**src/include/fp_state_pkg.sv**
```systemverilog
package fp_state_pkg;
    localparam int IDX_W = 5;
    localparam int DATA_W = 32;
    localparam int NUM_GPR = 32;
    localparam int NUM_RES = 2;
    localparam int WR_PORTS = 3;
    localparam int ACC_LAT = 1;
    localparam logic [4:0] ID_SLOT = 5'h00;
    localparam logic [4:0] CSR_SLOT = 5'h1F;
    localparam int RM_LSB = 0;
    localparam int FLAG_LSB = 2;
    localparam int EN_LSB = 7;
    localparam int CAUSE_LSB = 12;
    localparam int CAUSE_E_BIT = 5;
    localparam int COND_BIT = 23;
    localparam int FS_BIT = 24;
    localparam int ID_IMP_LSB = 8;
    localparam int ID_MAJOR_LSB = 4;
    localparam int ID_MINOR_LSB = 0;
    localparam logic [31:0] CSR_WMASK = 32'h0183FFFF;
    localparam logic [31:0] CSR_RESET = 32'h00000000;
    typedef enum logic [1:0] {
        RND_NEAREST, RND_ZERO, RND_PLUS, RND_MINUS
    } rounding_type;
    typedef enum logic {CTL_IDLE, CTL_DRAIN} ctl_state_type;
endpackage

```
**src/include/fp_gpr_if.sv**
```systemverilog
interface fp_gpr_if;
    logic [2:0] wr_en;
    logic [2:0][4:0] wr_idx;
    logic [2:0][31:0] wr_data;
    logic rd_en;
    logic [4:0] rd_idx;
    logic [31:0] rd_data;
    modport ctrl (output wr_en, wr_idx, wr_data, rd_en, rd_idx,
        input rd_data);
    modport file (input wr_en, wr_idx, wr_data, rd_en, rd_idx,
        output rd_data);
endinterface

```
**src/fp_coproc_state.sv**
```systemverilog
module fp_coproc_state #(
    parameter logic [7:0] ID_IMP = 8'h5A, // Arbitrary value
    parameter logic [3:0] ID_MAJOR = 4'h1, // Arbitrary value
    parameter logic [3:0] ID_MINOR = 4'h0 // Arbitrary value
) (
    input wire logic clk, // Core clock, 20 MHz
    input wire logic rst_n, // Synchronous reset
    input wire logic ce, // Freezes all state when low
    input wire logic reg_pairing_mode_bit, // Operand view select
    input wire logic acc_valid, // Register access request
    input wire logic acc_write, // 1 write, 0 read
    input wire logic acc_operand, // 1 operand view, 0 general view
    input wire logic [4:0] acc_idx, // Register number
    input wire logic [31:0] acc_wdata, // Write data
    output logic [31:0] acc_rdata, // Read data
    output logic acc_done, // Access finished pulse
    output logic acc_trap, // Unimplemented trap pulse
    input wire logic [1:0] res_valid, // Result strobes, 0 add, 1 mult
    input wire logic [1:0][4:0] res_dest, // Result target register
    input wire logic [1:0][31:0] res_data, // Result value
    input wire logic [1:0][5:0] res_cause, // Raw cause E,V,Z,O,U,I
    input wire logic [1:0] res_denorm, // Result is denormal
    input wire logic [1:0] res_cmp, // Operation is a compare
    input wire logic [1:0] res_cond, // Compare outcome
    input wire logic ops_pending, // Operations still in flight
    input wire logic ctl_valid, // Control move request
    input wire logic ctl_write, // 1 move-to, 0 move-from
    input wire logic [4:0] ctl_slot, // Control slot number
    input wire logic [31:0] ctl_wdata, // Move-to data
    output logic [31:0] ctl_rdata, // Move-from data
    output logic ctl_done, // Control move finished pulse
    output logic ctl_retry, // Read aborted, reissue pulse
    output logic ctl_busy, // Request not accepted
    output logic [1:0] rounding_select, // Rounding mode
    output logic flush_denorm_enable, // Flush denormals to zero
    output logic condition_out, // Compare condition bit
    output logic fp_exception // Exception pulse
);
    fp_gpr_if gpr ();
    fp_state_pkg::ctl_state_type state_q;
    logic [31:0] csr_q;
    logic wr_q;
    logic [4:0] slot_q;
    logic [31:0] wdata_q;
    logic [31:0] ctl_rdata_q;
    logic ctl_done_q;
    logic ctl_retry_q;
    logic exc_q;
    logic acc_done_q;
    logic acc_trap_q;
    logic [1:0][5:0] eff;
    logic [1:0] hit;
    logic [5:0] cause_or;
    logic [4:0] flag_or;
    logic cmp_upd;
    logic cmp_val;
    logic exc_now;
    logic fire;
    logic trap;
    logic [4:0] en_f;
    logic fs;
    logic csr_wr;
    logic [5:0] w_cause;

    // Exception when cause E is set or any other cause bit is enabled
    function automatic logic exc_hit(input logic [5:0] c,
            input logic [4:0] en);
        return c[fp_state_pkg::CAUSE_E_BIT] | (|(c[4:0] & en));
    endfunction

    fp_gpr_file u_gpr (
        .clk(clk),
        .ce(ce),
        .port(gpr.file)
    );

    assign en_f = csr_q[fp_state_pkg::EN_LSB +: 5];
    assign fs = csr_q[fp_state_pkg::FS_BIT];

    // Field outputs straight from the register
    assign rounding_select = csr_q[fp_state_pkg::RM_LSB +: 2];
    assign flush_denorm_enable = fs;
    assign condition_out = csr_q[fp_state_pkg::COND_BIT];

    // Odd operand number only illegal in the unpaired view
    assign trap = acc_operand && !reg_pairing_mode_bit
        && acc_idx[0];

    // Port 0 of the file serves moves, loads and stores
    // Even operand numbers map one to one onto general numbers
    assign gpr.wr_en[0] = acc_valid && acc_write && !trap;
    assign gpr.wr_idx[0] = acc_idx;
    assign gpr.wr_data[0] = acc_wdata;
    assign gpr.rd_en = acc_valid && !acc_write && !trap;
    assign gpr.rd_idx = acc_idx;

    // Access answers exactly one cycle later
    always_ff @(posedge clk) begin
        if (!rst_n) begin
            acc_done_q <= 1'b0;
            acc_trap_q <= 1'b0;
        end else if (ce) begin
            acc_done_q <= acc_valid;
            acc_trap_q <= acc_valid && trap;
        end
    end

    assign acc_done = acc_done_q;
    assign acc_trap = acc_trap_q;
    assign acc_rdata = gpr.rd_data;

    // Effective cause per result; denormal adds E unless flushed
    always_comb begin
        logic [5:0] c;
        c = '0;
        cause_or = '0;
        flag_or = '0;
        cmp_upd = 1'b0;
        cmp_val = 1'b0;
        for (int i = 0; i < fp_state_pkg::NUM_RES; i++) begin
            c = res_cause[i];
            if (res_denorm[i] && !fs) begin
                c[fp_state_pkg::CAUSE_E_BIT] = 1'b1;
            end
            eff[i] = res_valid[i] ? c : 6'h00;
            hit[i] = res_valid[i] && exc_hit(c, en_f);
            cause_or = cause_or | eff[i];
            if (!hit[i]) begin
                flag_or = flag_or | eff[i][4:0];
            end
            if (res_valid[i] && res_cmp[i] && !hit[i]) begin
                cmp_upd = 1'b1;
                cmp_val = res_cond[i];
            end
        end
    end

    assign exc_now = |hit;

    // Two result ports so multiply and add overlap
    // A trapped result is not stored; compares store nothing
    for (genvar g = 0; g < fp_state_pkg::NUM_RES; g++) begin : g_res
        assign gpr.wr_en[g + 1] = res_valid[g] && !hit[g] && !res_cmp[g];
        assign gpr.wr_idx[g + 1] = res_dest[g];
        assign gpr.wr_data[g + 1] = (res_denorm[g] && fs)
            ? {res_data[g][31], 31'h00000000} : res_data[g];
    end

    // Control move goes only when the pipe is empty and quiet
    assign fire = (state_q == fp_state_pkg::CTL_DRAIN) && !ops_pending
        && !(|res_valid);
    assign csr_wr = fire && wr_q
        && (slot_q == fp_state_pkg::CSR_SLOT);
    assign w_cause = wdata_q[fp_state_pkg::CAUSE_LSB +: 6];
    assign ctl_busy = (state_q != fp_state_pkg::CTL_IDLE);

    // Control move sequencer
    always_ff @(posedge clk) begin
        if (!rst_n) begin
            state_q <= fp_state_pkg::CTL_IDLE;
        end else if (ce) begin
            case (state_q)
                fp_state_pkg::CTL_IDLE: begin
                    if (ctl_valid) begin
                        state_q <= fp_state_pkg::CTL_DRAIN;
                    end
                end
                fp_state_pkg::CTL_DRAIN: begin
                    if ((!wr_q && exc_now) || fire) begin
                        state_q <= fp_state_pkg::CTL_IDLE;
                    end
                end
                default: begin
                    state_q <= fp_state_pkg::CTL_IDLE;
                end
            endcase
        end
    end

    // Request capture; only the control port reaches the slots
    always_ff @(posedge clk) begin
        if (!rst_n) begin
            wr_q <= 1'b0;
            slot_q <= 5'h00;
            wdata_q <= 32'h00000000;
        end else if (ce && !ctl_busy && ctl_valid) begin
            wr_q <= ctl_write;
            slot_q <= ctl_slot;
            wdata_q <= ctl_wdata;
        end
    end

    // Control read data and completion pulses
    always_ff @(posedge clk) begin
        if (!rst_n) begin
            ctl_rdata_q <= 32'h00000000;
            ctl_done_q <= 1'b0;
            ctl_retry_q <= 1'b0;
        end else if (ce) begin
            ctl_done_q <= fire;
            ctl_retry_q <= (state_q == fp_state_pkg::CTL_DRAIN)
                && !wr_q && exc_now;
            if (fire && !wr_q) begin
                case (slot_q)
                    fp_state_pkg::ID_SLOT: begin
                        ctl_rdata_q <= {16'h0000, ID_IMP,
                            ID_MAJOR, ID_MINOR};
                    end
                    fp_state_pkg::CSR_SLOT: begin
                        ctl_rdata_q <= csr_q;
                    end
                    default: begin
                        ctl_rdata_q <= 32'h00000000;
                    end
                endcase
            end
        end
    end

    assign ctl_rdata = ctl_rdata_q;
    assign ctl_done = ctl_done_q;
    assign ctl_retry = ctl_retry_q;

    // Control/status; a write only happens with no result in flight,
    // so hardware flag sets and software clears never collide
    always_ff @(posedge clk) begin
        if (!rst_n) begin
            csr_q <= fp_state_pkg::CSR_RESET;
        end else if (ce) begin
            if (csr_wr) begin
                csr_q <= wdata_q & fp_state_pkg::CSR_WMASK;
            end else if (|res_valid) begin
                csr_q[fp_state_pkg::CAUSE_LSB +: 6] <= cause_or;
                csr_q[fp_state_pkg::FLAG_LSB +: 5] <=
                    csr_q[fp_state_pkg::FLAG_LSB +: 5] | flag_or;
                if (cmp_upd) begin
                    csr_q[fp_state_pkg::COND_BIT] <= cmp_val;
                end
            end
        end
    end

    // Exception from a trapped result or from writing enabled cause bits
    always_ff @(posedge clk) begin
        if (!rst_n) begin
            exc_q <= 1'b0;
        end else if (ce) begin
            exc_q <= exc_now || (csr_wr && exc_hit(w_cause,
                wdata_q[fp_state_pkg::EN_LSB +: 5]));
        end
    end

    assign fp_exception = exc_q;
endmodule // fp_coproc_state

```
**src/fp_gpr_file.sv**
```systemverilog
module fp_gpr_file (
    input wire logic clk, // Core clock
    input wire logic ce, // Clock enable
    fp_gpr_if.file port // Read and write ports
);
    logic [31:0] mem_q [fp_state_pkg::NUM_GPR];
    logic [31:0] rd_q;

    // No reset on the array: contents undefined until written
    always_ff @(posedge clk) begin
        if (ce) begin
            for (int p = 0; p < fp_state_pkg::WR_PORTS; p++) begin
                if (port.wr_en[p]) begin
                    mem_q[port.wr_idx[p]] <= port.wr_data[p];
                end
            end
        end
    end

    // Registered read, one cycle after the request
    always_ff @(posedge clk) begin
        if (ce && port.rd_en) begin
            rd_q <= mem_q[port.rd_idx];
        end
    end

    assign port.rd_data = rd_q;
endmodule // fp_gpr_file

```
**config.mk**
```make
export PLATFORM = sky130hd
export DESIGN_NAME = fp_coproc_state
export DESIGN_NICKNAME = d
export VERILOG_FILES = /design/src/include/fp_state_pkg.sv /design/src/include/fp_gpr_if.sv /design/src/fp_coproc_state.sv /design/src/fp_gpr_file.sv
export SDC_FILE = /design/constraint.sdc
export NUM_CORES = 2
export LEC_CHECK = 0
export BUFFER_PORTS_ARGS = -buffer_cell sky130_fd_sc_hd__buf_2
export CORE_UTILIZATION = 55
export DETAILED_ROUTE_END_ITERATION = 10
export PLACE_DENSITY_LB_ADDON = 0.05
export SLEW_MARGIN = 30
export SYNTH_ARGS = -nofsm -noshare
export SYNTH_HDL_FRONTEND = slang
export SYNTH_HIERARCHICAL = 1
export SYNTH_SLANG_ARGS = --single-unit
export TNS_END_PERCENT = 5
```
**constraint.sdc**
```tcl
create_clock -name clk -period 9.7 [get_ports clk]
set_input_delay 0.97 -clock clk [delete_from_list [all_inputs] [get_ports clk]]
set_output_delay 0.97 -clock clk [all_outputs]
set_load 0.05 [all_outputs]
```
# Yosys cells after proc, flatten, opt, wreduce, memory -nomap -nowiden
# Memories as Yosys holds them, arrays and structs flattened. A register that Yosys moved wholly into a read port is not among the register bits.
# Index checks and enable logic that the tools add are counted.
dict set report op_classes {
  n_reduce_logical 59
  n_eq_ne 1
  bitwise 10
  n_mux 32
}
# cell count
set op_table {}
lappend op_table {{$mux 31} 2}
lappend op_table {{$pmux 25 s2} 1}
lappend op_table {{$logic_and 1x1->1} 33}
lappend op_table {{$mux 6} 4}
lappend op_table {{$mux 1} 20}
lappend op_table {{$mux 5} 4}
lappend op_table {{$and 5x5->5} 3}
lappend op_table {{$reduce_or 5->1} 3}
lappend op_table {{$logic_not 1->1} 12}
lappend op_table {{$or 5x5->5} 2}
lappend op_table {{$or 6x6->6} 1}
lappend op_table {{$reduce_and 2->1} 3}
lappend op_table {{$eq 5x5->1 const B} 1}
lappend op_table {{$logic_not 5->1} 1}
lappend op_table {{$reduce_bool 2->1} 2}
lappend op_table {{$reduce_or 2->1} 2}
lappend op_table {{$or 1x1->1} 3}
lappend op_table {{$reduce_and 3->1} 1}
lappend op_table {{$logic_or 1x1->1} 2}
lappend op_table {{$pmux 1 s2} 1}
lappend op_table {{$not 1->1} 1}
dict set report word_totals {
  mem_bits_rw 1024
  regBits 89
  wordCells 116
  output_inout_bits 74
  n_memories 1
  in_bits 178
}
# memory depth width read_ports rd_ports_with_merged_regs write_ports line_no
set memory_table {}
lappend memory_table {u_gpr.mem_q 32 32 1 1 3 fp_gpr_file.sv:6} ;# logic [31:0] mem_q [fp_state_pkg::NUM_GPR];

# Depth between registers and ports, before layout
dict set report depth {
  ltp_word 12
  mapped_depth 12
  mapped_depth_nobuf 9
}

# Hierarchy
# The synthesis kept the hierarchy.
# module n_inst seq_area_each_um2 area_per_inst_um2 cells_per_inst
set modules_own_cells {}
lappend modules_own_cells {fp_gpr_file 1 31710.4 63389.5 6057}
lappend modules_own_cells {fp_coproc_state 1 1441.4 3593.4 451}

# Worst setup path after synthesis
# OpenSTA, ideal clock, no wires.
dict set report synth_timing {
  path_type {input port to flip-flop}
  startpoint {input res_cause[3] (netlist name)}
  endpoint {memory u_gpr.mem_q[12][0] (enable)}
  required_ps 9308
  setup_time_ps 392
  path_buffers 2
  setup_slack_ps 5376
  arrival_ps 3932
  stages 9
  cell_sequence {a222oi_1 > or4b_4 > nor3_1 > nand2_2 > or3_1 > buf_2 > nor2_8 > buf_6 > a221o_1}
}
# item line_no
set synth_rtl {}
lappend synth_rtl {{start, declared} fp_coproc_state.sv:21} ;# input wire logic [1:0][5:0] res_cause,
lappend synth_rtl {{end, declared} fp_gpr_file.sv:6}

==> flow_summary.json <==
{
  "nNetsFinal": 6447,
  "crit_path_end": "u_gpr/mem_q[14][7]",
  "avgSynthCellArea_um2": 10.29,
  "mostFrequentLayoutCells": "1,544 x mux2i_1, 1,056 x edfxtp_1, 702 x nand2_1",
  "fin_tns_setup_ns": 0,
  "grt_use_met1_pct": 53.91,
  "final_max_slew_viol_count": 0,
  "p_leak_nw": 28.14,
  "drtIter0Drc": 8247,
  "ios": 252,
  "via_count": 53140,
  "drc_errors": 0,
  "die_x_um": 351.0,
  "grtUsageTotal_pct": 40.12,
  "clock_latency_ns": 0.75,
  "fin_worst_skew_ns": 0.01721,
  "ctsResizeCount": 0,
  "drv_cap": 0,
  "ys_seq_area_share_pct": 49.49,
  "clk_path_buf_depth": 3,
  "htreeDepth": 4,
  "multi_input_area_um2": 30770,
  "use_met2_pct": 58.27,
  "antenna_found_initial": 35,
  "ff2ff_path_depth": 9,
  "overflow": 0,
  "cts.sinks": 1128,
  "routed_via_density": 6.642,
  "rr_startpoint": "csr_q[24]",
  "outcome": "complete, no violations",
  "path_common_cell": "buf_4",
  "min_period_over_period_pct": 55.89,
  "cts_hold_buf": 0,
  "synth_cell_types": 58,
  "drt_pass1_iterations": 7,
  "layout_commonest_cell": "mux2i_1",
  "dp_hpwl_um": 134000,
  "core_area_um2": 120300,
  "grt_max_degree": 129,
  "use_met3_pct": 9.936,
  "async_flop_share_pct": 0,
  "register_area_um2": 33150,
  "min_path_type": "reg -> reg",
  "netlist_instances": 6508,
  "wl_um": 251500,
  "path_cells": "and2b_1 -> or4b_4 -> nor3_1 -> nand2_2 -> or3_1 -> nor2_8 -> buf_4 -> a221o_2 -> buf_4",
  "finalPower_mw": 11.30,
  "busiest_layer": "met2",
  "wl_per_cell_um": 31.44,
  "ant_nets": 0,
  "ctsRootBufferMaster": "clkbuf_16",
  "drive_above_1_share_pct": 11.34,
  "fillCellCount": 9923,
  "post_cts_buffers": 0,
  "crit_start": "csr_q[24]",
  "finalSetupViolCount": 0,
  "ys_ff_latch": 1128,
  "critPathCaptureType": "flip-flop",
  "vdd_drop_max_mv": 0.1817,
  "max_stage_delay_ns": 0.82,
  "numCtsBuffers": 135,
  "io_buffers": 227,
  "reg2reg_slack_ns": 4.28,
  "powerDensity_nw_per_um2": 155.4,
  "slowest_stage": "a221o_2",
  "gp_congestion": 0.8926,
  "cts.clk_slew.worst_paths_ns": 0.06,
  "tightestPinTransition_ns": 1.210,
  "crit-reg2reg-capture": "u_gpr/mem_q[14][7]",
  "grt_pass1_vias": 49420,
  "grt_setup_unrepaired": "false",
  "die-height_um": 351.0,
  "synth.cell_area_um2": 66980,
  "start_util_pct": 55.68,
  "worstSetupStartpointType": "flip-flop",
  "area_delta_synth_final_pct": 8.486,
  "max_freq_mhz": 184.5,
  "path_class": "reg -> reg",
  "finalCriticalPeriod_ns": 5.421,
  "core.rowCount": 127,
  "yosys_warnings": 6,
  "synth_flop_cell": "edfxtp_1",
  "worstPathRequired_ns": 10.11,
  "die_area_um2": 123200,
  "cts_tree": "yes",
  "grt_pass1_wl_um": 353500,
  "cp_data_arrival_time_ns": 5.83,
  "cp_max_fo": 33,
  "maxSlewHeadroom_pct": 19.35,
  "final-hold-violation-count": 0,
  "synth_edf_count": 1056
}
==> metal layers <==
layer / share of wire (%) / vias up
met5: 0.096 / -
met4: 6.3 / 24
met3: 12 / 762
met2: 43 / 3676
met1: 39 / 25580
li1: - / 23100
==> critical path, delay by kind of cell (launching register included) <==
kind	cells	cell delay (ns)
buf+inv	2	1.20
simple gates	6	2.44
flops	1	0.55
compound gates	1	0.82
==> report_power, final <==
group	internal (mW)	switching (mW)	leakage [nW]	total, mW
clock	2.84	2.05	2.03	4.88
combinational	0.334	0.701	16.0	1.04
sequential	5.36	0.0146	10.1	5.38
total	8.53	2.76	28.1	11.3
==> state kept, by name (all words and copies together), names as in the netlist <==
signal	count
u_gpr/mem_q	1024
u_gpr/port.rd_data	32
csr_q	20
ctl_rdata	20
wdata_q	20
slot_q	5
acc_done	1
acc_trap	1
ctl_busy	1
ctl_done	1
ctl_retry	1
fp_exception	1
wr_q	1
==> final cells by class <==
class                      count  share of cell area, %
sequential                  1128                  45.62
multi-input combinational   4610                  42.34
clock buffer                 172                  5.045
timing repair buffer         386                  3.454
tap                         1612                  2.776
clock inverter                63                 0.6474
antenna                       22                0.07576
inverter                       8                0.04132
==> synthesized netlist by cell type (3+ instances only) <==
library cell	number	share of area, %
a22oi_1	99	1.1
buf_6	25	0.42
and3b_1	5	0.065
and3_1	3	0.028
or3_1	5	0.047
a211oi_2	4	0.075
nor3b_1	6	0.067
mux2i_1	1544	23
buf_2	153	1.1
inv_1	6	0.034
nand2_2	17	0.16
nor2_4	7	0.12
buf_4	45	0.50
nand2b_1	5	0.047
buf_1	40	0.22
nor2_1	560	3.1
edfxtp_1	1056	47
clkbuf_1	510	2.9
nor3_1	41	0.31
a211oi_1	8	0.090
and2_1	65	0.61
a21oi_1	681	5.1
a221o_1	16	0.24
a22o_1	66	0.86
nand3_1	118	0.88
nor2_8	9	0.27
a222oi_1	6	0.090
a31oi_1	34	0.32
dfxtp_1	72	2.2
nand3b_1	3	0.034
nand3b_2	3	0.050
nand2_1	735	4.1
o221ai_1	5	0.065
o21ai_1	20	0.15
o21ai_0	502	3.8
nor2b_1	3	0.028
==> through the flow <==
stage                     cell area [um^2]  instances  setup WS (ns)  util (%)  hold slack (ns)
after global routing                 72660       7997          4.226     60.40           0.4518
after floorplan                      67020       6519          5.376         -           0.4311
final                                72670       8001          4.279     60.41           0.4509
after detailed placement             68320       7738          3.847     56.79           0.4434
after global placement               68180       7735          3.891     56.68           0.4416
after CTS                            72450       7973          4.432     60.23           0.4233
==> logic make-up after synthesis <==
group | count (synthesis) | synth area share [%]
DFF | 1128 | 49.49
buffers and inverters | 781 | 5.195
muxes | 1544 | 23.07
other | 1 | 0.005598
AOI/OAI and AO/OA | 1448 | 11.96
and+or+nand+nor | 1606 | 10.28
==> how the worst min path moves through the flow <==
| stage | cells after the start | start | slack [ns] | endpoint |
|---|---|---|---|---|
| after floorplan | 2 | wdata_q[23] | 0.43 | wdata_q[23] |
| after global placement | 2 | ctl_rdata[0] | 0.44 | ctl_rdata[0] |
| after detailed placement | 2 | ctl_rdata[1] | 0.44 | ctl_rdata[1] |
| after CTS | 3 | ctl_wdata[16] | 0.42 | wdata_q[16] |
| after global routing | 3 | ctl_wdata[4] | 0.45 | wdata_q[4] |
| final | 2 | ctl_rdata[6] | 0.45 | ctl_rdata[6] |
Power figures use the tool's default switching activity.
